## config.mk

```make
export PLATFORM = sky130hd
export DESIGN_NAME = sram_host
export DESIGN_NICKNAME = d
export VERILOG_FILES = /design/src/core/sram_host_pkg.sv /design/src/core/pin_sync.sv /design/src/core/sram_host.sv
export SDC_FILE = /design/constraint.sdc
export NUM_CORES = 1
export LEC_CHECK = 0
export ABC_AREA = 1
export BUFFER_PORTS_ARGS = -buffer_cell sky130_fd_sc_hd__buf_2
export CAP_MARGIN = 40
export CORE_MARGIN = 5
export CORE_UTILIZATION = 35
export CTS_BUF_LIST = sky130_fd_sc_hd__clkbuf_8 sky130_fd_sc_hd__clkbuf_16
export CTS_CLUSTER_DIAMETER = 40
export DETAILED_ROUTE_END_ITERATION = 10
export MAX_ROUTING_LAYER = met4
export PLACE_DENSITY = 0.57
export SYNTH_ARGS = -nofsm -noshare
export SYNTH_HDL_FRONTEND = slang
export SYNTH_HIERARCHICAL = 1
export SYNTH_SLANG_ARGS = --single-unit
```

## constraint.sdc

```tcl
create_clock -name clk_i -period 2.3 [get_ports clk_i]
set_input_delay 0.115 -clock clk_i [delete_from_list [all_inputs] [get_ports clk_i]]
set_output_delay 0.115 -clock clk_i [all_outputs]
set_load 0.03 [all_outputs]
```

## src/core/sram_host_pkg.sv

```systemverilog
// constants, types and timing counts for the static ram host controller
package sram_host_pkg;

  localparam int ADDR_W = 11;
  localparam int DATA_W = 8;
  localparam int WORDS = 2048;
  localparam int ARRAY_ROWS = 128;
  localparam int ARRAY_COLS = 128;

  localparam int CLK_PERIOD_NS = 10;
  localparam int SYNC_STAGES = 2;

  // device timing figures in ns
  localparam int T_RC_NS = 120;
  localparam int T_AS_NS = 20;
  localparam int T_WP_NS = 70;
  localparam int T_AW_NS = 105;
  localparam int WRITE_RECOVERY_INTERVAL_NS = 5;
  localparam int T_DH_NS = 5;
  localparam int T_OHZ_NS = 40;

  // least time in whole cycles, never below one
  function automatic int min_cycles(input int ns);
    int c;
    c = (ns + CLK_PERIOD_NS - 1) / CLK_PERIOD_NS;
    return (c < 1) ? 1 : c;
  endfunction

  function automatic int max2(input int a, input int b);
    return (a > b) ? a : b;
  endfunction

  localparam int CNT_W = 4;
  localparam int RD_CYC = min_cycles(T_RC_NS) + SYNC_STAGES;
  localparam int AS_CYC = min_cycles(T_AS_NS);
  localparam int WP_CYC = max2(min_cycles(T_WP_NS), min_cycles(T_AW_NS) - AS_CYC);
  localparam int WR_CYC = max2(min_cycles(WRITE_RECOVERY_INTERVAL_NS), min_cycles(T_DH_NS));
  localparam int TURN_CYC = min_cycles(T_OHZ_NS);

  localparam logic [CNT_W-1:0] RD_LOAD = CNT_W'(RD_CYC - 1);
  localparam logic [CNT_W-1:0] AS_LOAD = CNT_W'(AS_CYC - 1);
  localparam logic [CNT_W-1:0] WP_LOAD = CNT_W'(WP_CYC - 1);
  localparam logic [CNT_W-1:0] WR_LOAD = CNT_W'(WR_CYC - 1);
  localparam logic [CNT_W-1:0] TURN_LOAD = CNT_W'(TURN_CYC - 1);
  localparam logic [CNT_W-1:0] CNT_ZERO = 4'h0;

  localparam logic [ADDR_W-1:0] ADDR_RESET = 11'h000;
  localparam logic [DATA_W-1:0] DATA_RESET = 8'h00;

  typedef struct packed {
    logic write;
    logic [ADDR_W-1:0] addr;
    logic [DATA_W-1:0] wdata;
  } mem_req_t;

  typedef struct packed {
    logic [ADDR_W-1:0] addr;
    logic chip_sel_n;
    logic out_en_n;
    logic write_en_n;
  } mem_pins_t;

  localparam mem_pins_t PINS_IDLE = '{addr: ADDR_RESET, chip_sel_n: 1'b1,
                                      out_en_n: 1'b1, write_en_n: 1'b1};

  typedef enum logic [2:0] {
    ST_IDLE,
    ST_RD_ADDR,
    ST_RD_ACCESS,
    ST_RD_TURN,
    ST_WR_SETUP,
    ST_WR_PULSE,
    ST_WR_RECOVER
  } host_state_t;

endpackage

```

## src/core/pin_sync.sv

```systemverilog
// two-stage synchroniser for the data pins read back from the memory
`timescale 1ns/100ps
module pin_sync
  import sram_host_pkg::*;
(
  input wire logic clk_i, // system clock
  input wire logic reset_i, // asynchronous reset, active high
  input wire logic [DATA_W-1:0] data_i, // raw pin levels
  output logic [DATA_W-1:0] data_o // synchronised levels
);

  logic [DATA_W-1:0] stage1_reg;
  logic [DATA_W-1:0] stage2_reg;

  always_ff @(posedge clk_i or posedge reset_i) begin
    if (reset_i) begin
      stage1_reg <= DATA_RESET;
      stage2_reg <= DATA_RESET;
    end else begin
      stage1_reg <= data_i;
      stage2_reg <= stage1_reg;
    end
  end

  assign data_o = stage2_reg;

endmodule

```

## src/core/sram_host.sv

```systemverilog
// host controller driving a 2048 x 8 asynchronous static ram over its pins
`timescale 1ns/100ps

// Contract
// - host keeps write strobe high while chip select and output enable are low for reads.
// - host sets address before, or with, the chip select falling edge on reads.
// - host drives no data while memory may still drive at write start.
// - host drives no data while memory drives after a write with select low.
module sram_host
  import sram_host_pkg::*;
(
  input wire logic clk_i, // system clock, 100 MHz
  input wire logic reset_i, // asynchronous reset, active high
  input wire logic req_valid_i, // request offered
  input wire mem_req_t req_i, // request: write flag, address, write data
  output logic req_ready_o, // controller idle, request taken when valid
  output logic done_o, // one-cycle pulse, access finished
  output logic [DATA_W-1:0] rdata_o, // read data, valid with done_o on reads
  output logic [ADDR_W-1:0] mem_addr_o, // memory address pins
  output logic mem_chip_sel_n_o, // memory chip select, active low
  output logic mem_out_en_n_o, // memory output enable, active low
  output logic mem_write_en_n_o, // memory write strobe, active low
  input wire logic [DATA_W-1:0] mem_data_i, // data pin levels
  output logic [DATA_W-1:0] mem_data_o, // data driven to the pins
  output logic mem_data_oe_o // high while the host drives the data pins
);

  host_state_t state_reg;
  host_state_t state_next;
  logic [CNT_W-1:0] cnt_reg;
  logic [CNT_W-1:0] cnt_next;
  logic [DATA_W-1:0] data_sync;
  mem_pins_t pins_reg;
  mem_pins_t pins_next;
  logic [DATA_W-1:0] wdata_reg;
  logic data_oe_reg;
  logic ready_reg;
  logic done_reg;
  logic [DATA_W-1:0] rdata_reg;
  logic accept;
  logic cnt_done;
  logic take_req;
  logic rd_last;

  // last counted cycle of the select window of a read
  function automatic logic read_last(input host_state_t s, input logic last);
    return last && (s == ST_RD_ACCESS);
  endfunction

  // host drives the data pins through the write pulse and one hold cycle
  function automatic logic drives_data(input host_state_t s);
    return (s == ST_WR_PULSE) || (s == ST_WR_RECOVER);
  endfunction

  // data pins come from outside the clock domain
  pin_sync u_pin_sync (
    .clk_i(clk_i),
    .reset_i(reset_i),
    .data_i(mem_data_i),
    .data_o(data_sync)
  );

  // ready is high only in idle, so a taken request always starts from idle
  assign accept = req_valid_i && ready_reg;
  assign take_req = (state_reg == ST_IDLE) && accept;
  assign cnt_done = (cnt_reg == CNT_ZERO);
  assign rd_last = read_last(state_reg, cnt_done);

  // sequencing of read and write cycles
  always_comb begin
    state_next = state_reg;
    cnt_next = cnt_done ? CNT_ZERO : cnt_reg - 1'b1;
    unique case (state_reg)
      ST_IDLE: begin
        // counter rests at zero while idle
        cnt_next = CNT_ZERO;
        if (accept) begin
          if (req_i.write) begin
            state_next = ST_WR_SETUP;
            cnt_next = AS_LOAD;
          end else begin
            state_next = ST_RD_ADDR; // address settles one cycle before select
          end
        end
      end
      ST_RD_ADDR: begin
        state_next = ST_RD_ACCESS;
        cnt_next = RD_LOAD; // a full cycle time plus pin synchroniser lag
      end
      ST_RD_ACCESS: begin
        // select window covers the access time and the synchroniser lag
        if (cnt_done) begin
          state_next = ST_RD_TURN;
          cnt_next = TURN_LOAD;
        end
      end
      ST_RD_TURN: begin
        // memory may still drive until its output turn-off time has passed
        if (cnt_done) begin
          state_next = ST_IDLE; // memory outputs are off before any write drive
        end
      end
      ST_WR_SETUP: begin
        // address settles before select and strobe fall
        if (cnt_done) begin
          state_next = ST_WR_PULSE;
          cnt_next = WP_LOAD;
        end
      end
      ST_WR_PULSE: begin
        // select and strobe stay low together for the whole pulse
        if (cnt_done) begin
          state_next = ST_WR_RECOVER;
          cnt_next = WR_LOAD;
        end
      end
      ST_WR_RECOVER: begin
        // strobes are high; write data stays on the pins for the hold time
        if (cnt_done) begin
          state_next = ST_IDLE;
        end
      end
    endcase
  end

  // state and down counter
  always_ff @(posedge clk_i or posedge reset_i) begin
    if (reset_i) begin
      state_reg <= ST_IDLE;
      cnt_reg <= CNT_ZERO;
    end else begin
      state_reg <= state_next;
      cnt_reg <= cnt_next;
    end
  end

  // pin levels follow the next state so they leave flip-flops directly
  always_comb begin
    pins_next = pins_reg;
    pins_next.chip_sel_n = 1'b1; // deselected between accesses
    pins_next.out_en_n = 1'b1;
    pins_next.write_en_n = 1'b1;
    // address changes only when a request is taken, so it holds while selected
    if (take_req) begin
      pins_next.addr = req_i.addr; // 11-bit word address
    end
    unique case (state_next)
      ST_RD_ACCESS: begin
        pins_next.chip_sel_n = 1'b0;
        pins_next.out_en_n = 1'b0;
        pins_next.write_en_n = 1'b1; // strobe stays high for a read
      end
      ST_WR_PULSE: begin
        // select and strobe fall together, so memory outputs stay off
        pins_next.chip_sel_n = 1'b0;
        pins_next.write_en_n = 1'b0; // write happens in the overlap
      end
      default: begin
        // both strobes rise together, ending the write at once
      end
    endcase
  end

  // pin register, idle levels under reset
  always_ff @(posedge clk_i or posedge reset_i) begin
    if (reset_i) begin
      pins_reg <= PINS_IDLE;
    end else begin
      pins_reg <= pins_next;
    end
  end

  // data drive: only while selected for writing and during hold
  always_ff @(posedge clk_i or posedge reset_i) begin
    if (reset_i) begin
      wdata_reg <= DATA_RESET;
      data_oe_reg <= 1'b0;
    end else begin
      if (take_req) begin
        wdata_reg <= req_i.wdata;
      end
      // output enable stays high in writes, so the memory never drives
      data_oe_reg <= drives_data(state_next);
    end
  end

  // handshake and read capture
  always_ff @(posedge clk_i or posedge reset_i) begin
    if (reset_i) begin
      ready_reg <= 1'b0;
      done_reg <= 1'b0;
      rdata_reg <= DATA_RESET;
    end else begin
      ready_reg <= (state_next == ST_IDLE);
      done_reg <= rd_last ||
                  (cnt_done && (state_reg == ST_WR_RECOVER));
      if (rd_last) begin
        rdata_reg <= data_sync; // static data held while selected
      end
    end
  end

  // every output comes straight from a flip-flop
  assign req_ready_o = ready_reg;
  assign done_o = done_reg;
  assign rdata_o = rdata_reg;
  assign mem_addr_o = pins_reg.addr;
  assign mem_chip_sel_n_o = pins_reg.chip_sel_n;
  assign mem_out_en_n_o = pins_reg.out_en_n;
  assign mem_write_en_n_o = pins_reg.write_en_n;
  assign mem_data_o = wdata_reg;
  assign mem_data_oe_o = data_oe_reg;

endmodule

```

==> results of run 1 <==
==> cell usage after synthesis <==
cell | number | area share [%]
dfrtp_1 | 53 | 63
nand2_1 | 25 | 4.4
mux2_2 | 17 | 9.1
inv_1 | 12 | 2.1
mux2_4 | 10 | 7.1
nand3_1 | 9 | 2.1
nor2_1 | 6 | 1.1
a21oi_1 | 4 | 0.95
nand2_2 | 4 | 1.2
o21ai_0 | 4 | 0.95
dfstp_2 | 3 | 3.7
nor2_2 | 3 | 0.89
a21boi_0 | 1 | 0.36
buf_6 | 1 | 0.53
clkinv_1 | 1 | 0.18
nand3_4 | 1 | 0.83
nand4_1 | 1 | 0.30
nor2_4 | 1 | 0.53
nor3_1 | 1 | 0.24
o21ai_2 | 1 | 0.41
or2_2 | 1 | 0.30
==> final cells by class <==
| class | instances | area [um2] | area share (%) |
|---|---|---|---|
| clock inverter | 3 | 47.55 | 1.722 |
| sequential | 56 | 1405 | 50.88 |
| multi-input combinational | 89 | 649.4 | 23.52 |
| timing repair buffer | 75 | 447.9 | 16.22 |
| inverter | 13 | 48.80 | 1.767 |
| clock buffer | 5 | 68.82 | 2.492 |
| tap | 75 | 93.84 | 3.398 |
==> per-stage QoR <==
stage	cells	power, W	util [%]
after floorplan	159	0.001035	-
after global placement	298	0.001069	42.94
after detailed placement	299	0.001076	43.41
after CTS	316	0.001739	46.92
after global routing	316	0.001787	46.92
final	316	0.001714	46.92
==> timing repair <==
item                                    in CTS  in global routing
setup buffers                                0                  0
endpoints found under the setup margin       0                  0
endpoints found under the hold margin       36                  0
hold buffers                                 9                  0
==> where the power goes <==
group	internal [W]	switching (W)	total [W]
sequential	0.000998	0.00000346	0.00100
clock	0.000328	0.000320	0.000648
combinational	0.0000353	0.0000291	0.0000643
==> worst paths after layout <==
path                                                  endpoint  cells past startpoint
worst max-delay path                 mem_data_o[6]$_DFFE_PP0P_                      3
worst min-delay path                 mem_data_o[4]$_DFFE_PP0P_                      2
worst max register to register       mem_data_o[6]$_DFFE_PP0P_                      3
worst min register to register  u_pin_sync/data_o[4]$_DFF_PP0_                      0
max in group asynchronous            mem_data_o[0]$_DFFE_PP0P_                      5
min in group asynchronous               rdata_o[3]$_DFFE_PP0P_                      3
==> cell families (layout without fill, tap and decap cells) <==
group           after synthesis  in the layout
compound gates               10             10
buf+inv                      14             96
flops                        56             56
simple gates                 52             52
mux                          27             27
==> layer usage <==
metal	up-vias	global-route usage, %	part of all wire, %
li1	681	-	-
met5	-	-	0
met1	701	15.30	42
met2	46	18.56	49
met4	0	2.929	1.2
met3	5	3.669	8.7
==> flow_summary_export.csv, run 1 <==
group,metric,value,unit
die,die_x,87.73,um
sta,period_share,64.29,%
clock_network,clk_pin_slew,100,ps
finish,final_common_cell,"buf_2",
sta,finalSetupTns,0,ps
clock_network,clock_sinks,56,
place,place_ws,819.5,ps
clock_network,clockBufferDepth,2,
setup_path,cp_max_fo,19,
detailed_routing,wl,3.998,mm
sta,fin_ws,821.2,ps
detailed_routing,drc_errors,0,
finish,n_antenna_cell,0,
pwr,ir_worst_vdd,0.3798,mV
synth,ys_warn_count,6,
synth,synth_xor_area_share,0,%
setup_path,r2r_slack,820,ps
sta,worst_pin_slew,585.3,ps
sta,setup_violations,0,
setup_path,critPathKind,"reg -> reg",
finish,drive_above_1_share,47.72,%
die,start_util,35.93,%
finish,area_growth,30.59,%
die,core_area,0.005886,mm2
synth,synth-adder-area-share,0,%
place,dpl_cell_area,0.002555,mm2
global_route,track_usage,11.95,%
flow_run,drv_cap,0,
finish,layout_common_cells,"63 x buf_2, 53 x dfrtp_1, 25 x nand2_1",
sta,skew,6.999,ps
sta,hold_viol,0,
sta,maxSlewHeadroom,60.74,%
place,portBuffers,63,
place,gp_congestion,0.8538,
clock_network,cts_tree,"built",
die,die-area,0.007696,mm2
detailed_routing,num_vias,1433,
synth,synth_top_family_by_area,"multiplexers",
synth,synthCells,159,
die,row_count,28,
synth,seq_area_frac_synth,66.45,%
min_path,hp-class,"in -> reg",
finish,fill_cells,553,
clock_network,clk_latency,310,ps
min_path,min_from,"req_i[4]",
global_route,grt_pass1_wl,6.920,mm
setup_path,cp_cell_sequence,"nor2_4 -> nand3_4 -> mux2_4",
pwr,p_leak,1.570,nW
setup_path,path_buf_inv,0,
sta,rsz0062_at_grt,"false",
setup_path,cp-end-kind,"flop",
synth,syn_nets,190,
synth,yosys.area_share.simple,11.89,%
synth,synth_compound_area_share,2.663,%
detailed_routing,firstDrtPassIters,4,
global_route,grt_pass1_vias,1451,
setup_path,critPathTopFamily,"flip-flops",
setup_path,worst_ep_arrival_time,1670,ps
finish,largest_reg_flops,11,
global_route,antenna_found_initial,0,
detailed_routing,drtIter0Drc,60,
setup_path,critPathSlowestCell,"dfrtp_1",
detailed_routing,wl_per_cell,12.65,um
synth,muxShareOfSynthArea,16.15,%
run_status,outcome,"completed",
place,dp_hpwl,2.981,mm
die,die_height,87.73,um
detailed_routing,ant_nets,0,
synth,synth_seq_cells,56,
global_route,grt_overflow,0,
sta,whs,27.71,ps
finish,design_area,0.002761,mm2
detailed_routing,vias_per_cell,4.535,
clock_network,cts_buffers,5,
sta,fmax,0.6762,GHz
setup_path,cp-startpoint,"state_reg[0]$_DFF_PP0_",
clock_network,h-tree-depth,2,
synth,synth_area,0.002115,mm2
clock_network,root_buffer,"clkbuf_8",
pwr,power_density,620.8,mW/mm2
global_route,grt_max_degree,20,
sta,slew_violations,0,
sta,fin_crit,1479,ps
setup_path,max_stage_delay,490,ps
synth,syn_area_per_cell,13.30,um2
finish,fin_nets,271,
clock_network,ctsResizeCount,0,
synth,yosysUniqueCellTypes,21,
setup_path,r2r_start,"state_reg[0]$_DFF_PP0_",
setup_path,start_kind,"flop",
die,io_pins,64,
setup_path,critPathRequiredTime,2500,ps
No activity file was read; power rests on OpenSTA's default activity.
==> run 2, diff against run 1 <==
clock period = 1.4 ns   (was 2.3 ns; I/O delays follow)
==> flow_summary_export.csv, run 2 (synthesized netlist as in run 1, its figures left out) <==
group,metric,value,unit
finish,drive_above_1_share,52.19,%
sta,worst_pin_slew,600.4,ps
setup_path,critPathRequiredTime,1590,ps
setup_path,start_kind,"flop",
place,dpl.cell_count,307,
min_path,hp-class,"in -> reg",
setup_path,critPathKind,"reg -> reg",
sta,finalSetupTns,0,ps
sta,setup_violations,0,
flow_run,drv_cap,0,
finish,area_growth,45.98,%
detailed_routing,firstDrtPassIters,4,
global_route,grt_pass1_vias,1606,
clock_network,clockBufferDepth,2,
detailed_routing,drc_errors,0,
die,io_pins,64,
finish,layout_common_cells,"63 x buf_2, 50 x dfrtp_1, 25 x dlygate4sd3_1",
finish,regArea,0.001409,mm2
sta,hold_viol,0,
setup_path,cp-end-kind,"flop",
setup_path,r2r_slack,20,ps
finish,n_antenna_cell,0,
setup_path,cp_max_fo,19,
detailed_routing,ant_nets,0,
pwr,ir_worst_vdd,0.3771,mV
detailed_routing,drtIter0Drc,35,
sta,fin_crit,1378,ps
place,portBuffers,63,
sta,rsz0062_at_grt,"true",
global_route,antenna_found_initial,0,
finish,design_area,0.003087,mm2
global_route,grt_overflow,0,
die,die-area,0.007696,mm2
die,die_height,87.73,um
run_status,outcome,"completed",
die,row_count,28,
place,dpl_cell_area,0.002621,mm2
clock_network,cts_tree,"built",
sta,fmax,0.7260,GHz
die,die_x,87.73,um
finish,fin_nets,304,
finish,final_cells,349,
finish,fill_cells,528,
finish,largest_reg_flops,11,
clock_network,h-tree-depth,2,
pwr,power_density,865.5,mW/mm2
sta,slew_violations,0,
sta,maxSlewHeadroom,59.93,%
detailed_routing,vias_per_cell,4.496,
finish,final_common_cell,"buf_2",
detailed_routing,num_vias,1569,
setup_path,worst_ep_arrival_time,1570,ps
sta,period_share,98.39,%
global_route,track_usage,12.46,%
clock_network,clk_latency,300,ps
finish,multi_input_area,698.2,um2
pwr,total_power,0.002672,W
detailed_routing,wl,4.584,mm
clock_network,clock_sinks,56,
global_route,grt_max_degree,20,
pwr,p_leak,1.725,nW
sta,skew,6.836,ps
global_route,grt_pass1_wl,7.272,mm
place,gp_congestion,0.8084,
clock_network,clk_pin_slew,90,ps
clock_network,root_buffer,"clkbuf_8",
finish,finalCoreUtilization,52.44,%
detailed_routing,wl_per_cell,13.13,um
die,core_area,0.005886,mm2
clock_network,cts_buffers,5,
place,dp_hpwl,3.131,mm
die,start_util,35.93,%
==> run 2: worst max-delay path: stages, from the launching register on <==
cell	delay, ps
dfrtp_2	470
nor2_4	150
buf_6	110
nand3_4	70
buf_12	160
mux2_4	300
==> run 2: final cells by class <==
type / count / share of cell area [%]
inverters: 13 / 1.581
clock buffers: 6 / 2.675
clock inverters: 2 / 0.3243
well taps: 75 / 3.040
multi-input cells: 90 / 22.62
repair buffers: 107 / 24.12
flip-flops and latches: 56 / 45.64
==> run 2: routing by layer <==
metal | up-vias | share of wire [%] | track usage [%]
met5 | - | 0 | -
met2 | 51 | 51 | 20.75
met1 | 767 | 42 | 14.89
met4 | 0 | 0.63 | 3.347
li1 | 745 | - | -
met3 | 6 | 5.9 | 3.387
==> run 2: path summary, 6_finish.rpt <==
path / cells past startpoint / start / endpoint
setup / recovery: 5 / state_reg[0]$_DFF_PP0_ / mem_data_o[6]$_DFFE_PP0P_
hold / removal: 2 / req_i[15] / mem_addr_o[7]$_DFFE_PP0P_
setup reg to reg: 5 / state_reg[0]$_DFF_PP0_ / mem_data_o[6]$_DFFE_PP0P_
hold reg to reg: 0 / u_pin_sync/stage1_reg[6]$_DFF_PP0_ / u_pin_sync/data_o[6]$_DFF_PP0_
max in group asynchronous: 4 / reset_i / mem_addr_o[8]$_DFFE_PP0P_
min in group asynchronous: 3 / reset_i / rdata_o[1]$_DFFE_PP0P_
==> run 2: power by group <==
part	switching (W)	internal (W)	total (W)
clock network	0.000495	0.000396	0.000891
logic	0.0000528	0.0000829	0.000136
registers	0.00000504	0.00164	0.00164
total	0.000553	0.00212	0.00267
==> run 2: what timing repair did <==
item	CTS	global route
cloned	0	1
resized for setup	1	17
hold endpoints to repair	51	0
setup buffers	0	8
pin swaps	0	10
endpoints found under the setup margin	8	15
hold buffers	25	0
==> run 2: through the flow <==
stage                     setup WS (ps)  hold slack [ps]
after floorplan                   3.702           -16.26
after global placement            24.58            76.69
after detailed placement         -20.63            81.13
after CTS                         3.554           0.5081
after global routing             -40.73           0.8150
final                             22.50            9.648
==> run 3, diff against run 2 <==
CORE_MARGIN = 4   (was 5)
==> flow_summary_export.csv, run 3 (synthesized netlist as in run 1, its figures left out) <==
group,metric,value,unit
run_status,outcome,"completed",
finish,finalCoreUtilization,52.59,%
setup_path,critPathCapture,"mem_data_o[7]$_DFFE_PP0P_",
global_route,track_usage,12.30,%
die,die-area,0.007349,mm2
global_route,grt_overflow,0,
pwr,p_leak,1.706,nW
setup_path,critPathSlowestCell,"dfrtp_2",
detailed_routing,firstDrtPassIters,4,
setup_path,start_kind,"flop",
pwr,power_density,857.1,mW/mm2
setup_path,critPathKind,"reg -> reg",
sta,hold_viol,0,
setup_path,worstReg2RegEnd,"mem_data_o[7]$_DFFE_PP0P_",
setup_path,reg2regPathDepth,5,
finish,final_cells,345,
global_route,grt_pass1_vias,1593,
detailed_routing,vias_per_cell,4.426,
sta,setup_violations,0,
sta,fin_ws,28.74,ps
setup_path,path_buf_inv,2,
sta,period_share,97.95,%
setup_path,r2r_start,"state_reg[0]$_DFF_PP0_",
die,io_pins,64,
global_route,antenna_found_initial,0,
setup_path,max_stage_delay,460,ps
place,gp_congestion,0.8704,
place,dp_hpwl,2.825,mm
setup_path,cp_max_fo,19,
place,dpl_cell_area,0.002614,mm2
pwr,ir_worst_vdd,0.5366,mV
clock_network,h-tree-depth,2,
finish,design_area,0.003095,mm2
global_route,grt_pass1_wl,6.989,mm
place,place_ws,0.5238,ps
sta,rsz0062_at_grt,"true",
sta,finalSetupTns,0,ps
clock_network,cts_buffers,5,
detailed_routing,num_vias,1527,
finish,fin_nets,300,
die,start_util,35.93,%
sta,maxSlewHeadroom,60.68,%
detailed_routing,wl_per_cell,12.34,um
min_path,hp-class,"in -> reg",
setup_path,r2r_slack,30,ps
sta,slew_violations,0,
clock_network,root_buffer,"clkbuf_8",
detailed_routing,drtIter0Drc,17,
detailed_routing,ant_nets,0,
sta,worst_pin_slew,589.1,ps
setup_path,worst_ep_arrival_time,1570,ps
finish,fill_cells,543,
die,row_count,28,
place,portBuffers,63,
clock_network,clockBufferDepth,2,
flow_run,drv_cap,0,
detailed_routing,drc_errors,0,
setup_path,cp-startpoint,"state_reg[0]$_DFF_PP0_",
die,die_x,85.73,um
clock_network,clk_latency,300,ps
sta,fin_crit,1371,ps
setup_path,critical_path_cell_count,5,
die,core_area,0.005886,mm2
setup_path,critPathRequiredTime,1590,ps
finish,area_growth,46.39,%
finish,final_common_cell,"buf_2",
finish,layout_common_cells,"63 x buf_2, 50 x dfrtp_1, 28 x dlygate4sd3_1",
clock_network,cts_tree,"built",
setup_path,critPathTopFamily,"flip-flops",
finish,largest_reg_flops,11,
detailed_routing,wl,4.257,mm
setup_path,cp-end-kind,"flop",
setup_path,cp_cell_sequence,"nor2_4 -> buf_6 -> nand3_4 -> buf_12 -> mux2_4",
finish,n_antenna_cell,0,
clock_network,clock_sinks,56,
sta,skew,3.722,ps
global_route,grt_max_degree,41,
min_path,min_from,"req_i[19]",
sta,fmax,0.7293,GHz
clock_network,clk_pin_slew,100,ps
finish,drive_above_1_share,50.74,%
place,dpl.cell_count,306,
die,die_height,85.73,um
run 3: metal layers:
| layer | up-vias | GRT usage (%) | part of all wire, % |
|---|---|---|---|
| met4 | 0 | 3.885 | 1.3 |
| met3 | 6 | 3.074 | 4.7 |
| met2 | 38 | 20.90 | 52 |
| met5 | - | - | 0 |
| li1 | 740 | - | - |
| met1 | 743 | 14.31 | 42 |
run 3: cell type report:
class	count	area (um2)	share of cell area, %
sequential	56	1409	45.51
inverter	13	48.80	1.576
multi-input combinational	89	721.9	23.32
timing repair buffer	104	729.5	23.57
tap	75	93.84	3.032
clock inverter	3	23.77	0.7680
clock buffer	5	68.82	2.223
run 3: tightest hold or removal path, cell delays in order:
cell     delay, ps
buf_2           90
o21ai_0        100
nand2_2         80
nand2_4         60
run 3: through the flow:
step | hold slack [ps] | power [W]
6_report | 145.7 | 0.002653
5_1_grt | 154.3 | 0.002779
4_1_cts | 132.2 | 0.002702
3_5_place_dp | 155.5 | 0.001760
3_3_place_gp | 156.0 | 0.001758
2_1_floorplan | -16.26 | 0.001700
run 3: worst min path at each step:
stage	to	slack, ps	cells past startpoint
6_report	state_reg[0]$_DFF_PP0_	150	4
3_3_place_gp	rdata_o[1]$_DFFE_PP0P_	160	3
4_1_cts	cnt_reg[0]$_DFF_PP0_	130	5
2_1_floorplan	u_pin_sync/data_o[0]$_DFF_PP0_	-20	1
5_1_grt	state_reg[0]$_DFF_PP0_	150	4
3_5_place_dp	rdata_o[2]$_DFFE_PP0P_	160	3
run 3: where the power goes:
group	internal (W)	switching [W]	total (W)	leakage [nW]
sequential	0.00164	0.00000554	0.00165	0.717
clock	0.000355	0.000513	0.000868	0.0404
combinational	0.0000868	0.0000526	0.000139	0.948
run 3: what timing repair did:
| item | CTS | global route |
|---|---|---|
| buffers inserted | 0 | 3 |
| hold buffers | 28 | 0 |
| gates resized for setup | 1 | 22 |
| gates cloned | 0 | 0 |
| pin swaps | 0 | 10 |
| hold endpoints to repair | 80 | 0 |
| endpoints found under the setup margin | 8 | 22 |
